`config.mk`:
```
export PLATFORM = sky130hd
export DESIGN_NAME = pwrmc_top
export DESIGN_NICKNAME = d
export VERILOG_FILES = /design/src/pkg/pwrmc_pkg.sv /design/src/rtl/pwrmc_top.sv
export SDC_FILE = /design/constraint.sdc
export NUM_CORES = 1
export LEC_CHECK = 0
export ABC_AREA = 1
export ABC_CLOCK_PERIOD_IN_PS = 1600
export BUFFER_PORTS_ARGS = -buffer_cell sky130_fd_sc_hd__buf_2
export CELL_PAD_IN_SITES_DETAIL_PLACEMENT = 1
export CELL_PAD_IN_SITES_GLOBAL_PLACEMENT = 2
export CORE_MARGIN = 4
export CORE_UTILIZATION = 20
export DETAILED_ROUTE_END_ITERATION = 12
export PLACE_DENSITY_LB_ADDON = 0.1
export SYNTH_ARGS = -nofsm -noshare
export SYNTH_HDL_FRONTEND = slang
export SYNTH_SLANG_ARGS = --single-unit
```
`constraint.sdc`:
```
create_clock -name mclk -period 1.6 [get_ports mclk]
set_clock_uncertainty 0.15 [all_clocks]
set_input_delay 0.08 -clock mclk [delete_from_list [all_inputs] [get_ports mclk]]
set_output_delay 0.08 -clock mclk [all_outputs]
set_load 0.02 [all_outputs]
```
`src/pkg/pwrmc_pkg.sv`:
```
// Constants and types for the power mode control block
// Function
// - Idle request gates CPU clock only
// - Any interrupt or reset ends idle
// - Power-down request stops CPU and peripherals
// - Only reset or external interrupt ends power-down
// - Bits 3 and 2 are plain user flags
package pwrmc_pkg;
    localparam logic [11:0] POWER_CONTROL_IDX  = 12'h087;
    localparam logic [11:0] POWER_CONTROL_ADDR = 12'h21c;
    localparam logic [7:0]  POWER_CONTROL_RST  = 8'h00;
    localparam int          BIT_IDLE_REQ       = 0;
    localparam int          BIT_PD_REQ         = 1;
    localparam int          BIT_FLAG_LO        = 2;
    localparam int          BIT_FLAG_HI        = 3;
    localparam int          BIT_SERIAL_DBL     = 7;
    localparam logic [7:0]  POWER_CONTROL_MASK = 8'h8f;
    localparam logic [31:0] STATUS_ADDR        = 32'h0000_0220;

    typedef enum logic [1:0] {
        PWRMC_RUN  = 2'b00,
        PWRMC_IDLE = 2'b01,
        PWRMC_PD   = 2'b11
    } pwrmc_state_t;
endpackage

```
`src/rtl/pwrmc_top.sv`:
```
// Power mode controller with APB register access
//
// The APB interface to the registers is this design's own decision.
`timescale 1ns/1ps
module pwrmc_top
    import pwrmc_pkg::*;
(
    // Clock and reset
    input  wire logic        mclk,
    input  wire logic        nrst,
    // APB slave
    input  wire logic        psel,
    input  wire logic        penable,
    input  wire logic        pwrite,
    input  wire logic [11:0] paddr,
    input  wire logic [31:0] pwdata,
    output logic      [31:0] prdata,
    output logic             pready,
    output logic             pslverr,
    // Wake sources
    input  wire logic        irq_any,
    input  wire logic        irq_ext,
    // Clock gating controls and serial rate bit
    output logic             cpu_clk_en,
    output logic             periph_clk_en,
    output logic             serial_rate_double
);
    // Mode state and control register
    pwrmc_state_t state;
    logic [7:0]   power_control;

    // Wake levels before and after synchronising
    logic [1:0]   irq_raw;
    logic [1:0]   irq_sync;
    logic         any_s2;
    logic         ext_s2;

    // Bus decode
    logic         access;
    logic         hit_pc;
    logic         hit_status;
    logic         wr_pc;

    // Wake conditions
    logic         wake_idle;
    logic         wake_pd;

    // Exact match on all 12 bits of the byte address
    function automatic logic addr_hit(input logic [11:0] addr,
                                      input logic [11:0] target);
        return (addr == target);
    endfunction

    // Interrupt levels come from outside; two flops each
    assign irq_raw = {irq_ext, irq_any};

    for (genvar i = 0; i < 2; i++) begin : g_sync
        logic s1;
        logic s2;

        always_ff @(posedge mclk or negedge nrst) begin
            if (!nrst) begin
                s1 <= 1'b0;
                s2 <= 1'b0;
            end else begin
                s1 <= irq_raw[i];
                s2 <= s1;
            end
        end

        assign irq_sync[i] = s2;
    end

    assign any_s2 = irq_sync[0];
    assign ext_s2 = irq_sync[1];

    // First access cycle only; the answer cycle is not taken again
    assign access     = psel && penable && !pready;
    assign hit_pc     = addr_hit(paddr, POWER_CONTROL_ADDR);
    assign hit_status = addr_hit(paddr, STATUS_ADDR[11:0]);
    assign wr_pc      = access && pwrite && hit_pc;

    // Idle ends on any interrupt, power-down on external only
    assign wake_idle = (state == PWRMC_IDLE) && (any_s2 || ext_s2);
    assign wake_pd   = (state == PWRMC_PD) && ext_s2;

    // Mode sequencing
    always_ff @(posedge mclk or negedge nrst) begin
        if (!nrst) begin
            state <= PWRMC_RUN;
        end else begin
            case (state)
                PWRMC_RUN: begin
                    if (power_control[BIT_PD_REQ]) begin
                        state <= PWRMC_PD;
                    end else if (power_control[BIT_IDLE_REQ]) begin
                        state <= PWRMC_IDLE;
                    end
                end
                PWRMC_IDLE: begin
                    if (power_control[BIT_PD_REQ]) begin
                        state <= PWRMC_PD;
                    end else if (wake_idle) begin
                        state <= PWRMC_RUN;
                    end
                end
                PWRMC_PD: begin
                    if (wake_pd) begin
                        state <= PWRMC_RUN;
                    end
                end
                default: state <= PWRMC_RUN;
            endcase
        end
    end

    // Control register; idle and power-down request bits cleared on wake
    always_ff @(posedge mclk or negedge nrst) begin
        if (!nrst) begin
            power_control <= POWER_CONTROL_RST;
        end else if (wake_idle || wake_pd) begin
            power_control[BIT_IDLE_REQ] <= 1'b0;
            power_control[BIT_PD_REQ]   <= 1'b0;
        end else if (wr_pc) begin
            power_control <= pwdata[7:0] & POWER_CONTROL_MASK;
        end
    end

    // CPU clock runs only in run mode, back on at the wake edge
    always_ff @(posedge mclk or negedge nrst) begin
        if (!nrst) begin
            cpu_clk_en <= 1'b1;
        end else begin
            cpu_clk_en <= (state == PWRMC_RUN) || wake_idle || wake_pd;
        end
    end

    // Peripherals stop only in power-down
    always_ff @(posedge mclk or negedge nrst) begin
        if (!nrst) begin
            periph_clk_en <= 1'b1;
        end else begin
            periph_clk_en <= (state != PWRMC_PD) || wake_pd;
        end
    end

    // Serial rate bit is only passed on to the serial port
    always_ff @(posedge mclk or negedge nrst) begin
        if (!nrst) begin
            serial_rate_double <= 1'b0;
        end else begin
            serial_rate_double <= power_control[BIT_SERIAL_DBL];
        end
    end

    // APB answer, one wait state
    always_ff @(posedge mclk or negedge nrst) begin
        if (!nrst) begin
            pready <= 1'b0;
        end else begin
            pready <= access;
        end
    end

    // Unmapped words answer with an error
    always_ff @(posedge mclk or negedge nrst) begin
        if (!nrst) begin
            pslverr <= 1'b0;
        end else begin
            pslverr <= access && !hit_pc && !hit_status;
        end
    end

    // Read data stands only in the answer cycle
    always_ff @(posedge mclk or negedge nrst) begin
        if (!nrst) begin
            prdata <= 32'h0000_0000;
        end else if (access && hit_pc) begin
            prdata <= {24'h000000, power_control};
        end else if (access && hit_status) begin
            prdata <= {30'h00000000, state};
        end else begin
            prdata <= 32'h0000_0000;
        end
    end
endmodule // pwrmc_top

```
==> impl_metrics.tcl <==
set metrics [dict create \
    grt_pass1_wl_um 4402 \
    fillers 686 \
    r2r-start "state[1]" \
    p_per_area_nw_per_um2 723.4 \
    rsz0062_at_grt "no" \
    grt_max_degree 22 \
    fp.dieArea_um2 7255 \
    rr_endpoint "power_control[7]" \
    post_cts_buffers 0 \
    cts_resized 0 \
    drcViolationCount 0 \
    cts_tree "built" \
    multi_input_area_um2 479.2 \
    path_clk_slew_ps 80 \
    cts_buffer_depth 2 \
    final_max_slew_viol_count 0 \
    drive_gt1_share_pct 31.69 \
    fin_crit_sh_pct 81.91 \
    dp.cells 243 \
    drv_cap 0 \
    cpPeakStageDelay_ps 460 \
    grt_usage_pct 7.573 \
    setup_viol 0 \
    register_area_um2 528.0 \
    finalNetCount 235 \
    numCtsBuffers 3 \
    ys_warn_count 0 \
    startpoint_type "register" \
    core_area_um2 5642 \
    endpoint_kind "register" \
    cts.sinks 21 \
    p_leak_nw 0.7678 \
    drt-wirelength-per-cell_um 10.31 \
    worst-path-max-fanout 9 \
    hold_slack_ps 61.89 \
    syn_avg_cell_area_um2 8.631 \
    area_growth_pct 23.84 \
    critPathMostFrequentCell "nand2_1" \
    dr.pass1.iters 2 \
    hold_class "in -> reg" \
    vias 919 \
    ir_worst_vdd_v 0.0002641 \
    port_buffers 33 \
    status "complete, no violations" \
    crit_arrival_ps 1310 \
    clockRootBuffer "clkbuf_8" \
    netlist_instances 138 \
    totalWireLength_um 2628 \
    htree_levels 1 \
    finalWorstPathRequiredPeriod_ps 1311 \
    rows 27 \
    die_w_um 85.18 \
    io_pins 88 \
    worstPathCellList "nand2_1, nand3_2, nand4_2, nand2_1, nand2_1" \
    cts_hold_buf 8 \
    fin_setup_tns_ps 0 \
    fin_cells 255 \
    min-delay-start "paddr[4]" \
    grt_pass1_vias 956 \
    worstPathRequired_ps 1600 \
    drt_iter0_markers 8 \
    diodes 0 \
    r2r_setup_slack_ps 290 \
    grt_overflow 0 \
    dieHeight_um 85.18 \
    ys_seq_elements 21 \
    critPathKind "reg -> reg" \
    fmax_mhz 763.0 \
    clk_latency_ps 260 \
    yosysUniqueCellTypes 19 \
    drtAntennaViolNets 0 \
    reg2regPathDepth 5 \
    antenna_found_initial 0 \
    yosysSeqAreaShare_pct 44.33 \
    start_util_pct 21.11 \
    slowest_stage "dfrtp_1" \
    place_hpwl_um 2269 \
    hold_viol 0 \
    gp_congestion 0.6588 \
    holdPathStages 6 \
    routed_via_density 3.604 \
    hold_path_end "prdata[1]" \
    syn_area_um2 1191 \
]
[cells in the mapped netlist]
cell     count  area (um^2)
nand2_1     26        97.59
a31oi_1      1        6.260
nor2_4       5        56.30
dfrtp_1     19        475.5
buf_4       27        202.7
nand3_1      4        20.02
nand4_2      1        12.51
nor2_1       9        33.78
nor3_1       2        10.01
inv_2        2        7.510
nand2_2      1        6.260
nand4_1      8        50.05
nand3_2      2        20.02
conb_1       1        3.750
inv_1       19        71.32
dfstp_2      2        52.55
nor2_2       6        37.54
o21ai_0      2        10.01
nand3_4      1        17.52
[registers in the layout (all words and copies together) (netlist names)]
register	cells
g_sync.s1	2
any_s2	1
power_control	5
prdata	5
pslverr	1
pready	1
state	2
cpu_clk_en	1
serial_rate_double	1
ext_s2	1
periph_clk_en	1
[final cells by class]
class                      count  area share (%)
sequential                    21           35.79
tap                           72           6.107
inverter                      21           5.344
clock buffer                   3           2.799
clock inverter                 1          0.3393
multi-input combinational     95           32.49
timing repair buffer          42           17.13
[per-stage QoR]
stage	utilization [%]	setup slack, ps	instance area, um^2	total power, mW
3_5_place_dp	23.91	298.8	1349	0.7222
6_report	26.15	289.4	1475	1.067
2_1_floorplan	-	280.3	1289	0.7129
3_3_place_gp	23.91	308.6	1349	0.7199
5_1_grt	26.15	144.1	1475	1.136
4_1_cts	26.15	277.5	1475	1.082
[critical path: cells and delay by family, from the launching register on]
family | cells | cell delay [ps]
simple gates | 5 | 590
flops | 1 | 460
[metal layers]
| metal | wire, um | GRT usage (%) | vias to the layer above |
|---|---|---|---|
| li1 | - | - | 463 |
| met5 | 0 | 0 | - |
| met1 | 1107 | 9.327 | 411 |
| met4 | 39 | 3.165 | 0 |
| met3 | 235 | 2.136 | 5 |
| met2 | 1245 | 12.36 | 40 |
[cells in the final DEF, fill, tap and decap left out, drive strengths merged, types with 2 or more instances in the layout]
cell / Yosys / final
nor2: 20 / 20
clkbuf: 0 / 3
nand2: 27 / 27
nor3: 2 / 2
nand4: 9 / 9
nand3: 7 / 7
dfrtp: 19 / 19
o21ai: 2 / 2
buf: 27 / 34
dlygate4sd3: 0 / 8
conb: 1 / 27
dfstp: 2 / 2
inv: 21 / 21
[logic make-up after synthesis]
kind of cell,Yosys count,synth area share (%)
and+or+nand+nor,65,30.36
DFF,21,44.33
other,1,0.3148
AOI/OAI and AO/OA,3,1.366
buffers and inverters,48,23.63
[power by group]
group,switching (mW),internal (mW)
logic,0.125,0.0523
clock network,0.168,0.173
registers,0.00559,0.543
total,0.298,0.769
[worst max path at each step]
stage	slack, ps	endpoint	from	depth (start not counted)
2_1_floorplan	280	power_control[2]	pready	6
3_3_place_gp	310	power_control[7]	pready	6
4_1_cts	280	power_control[7]	state[1]	5
3_5_place_dp	300	power_control[7]	state[1]	5
5_1_grt	140	power_control[3]	state[1]	5
6_report	290	power_control[7]	state[1]	5
(Power assumes the default switching activity.)
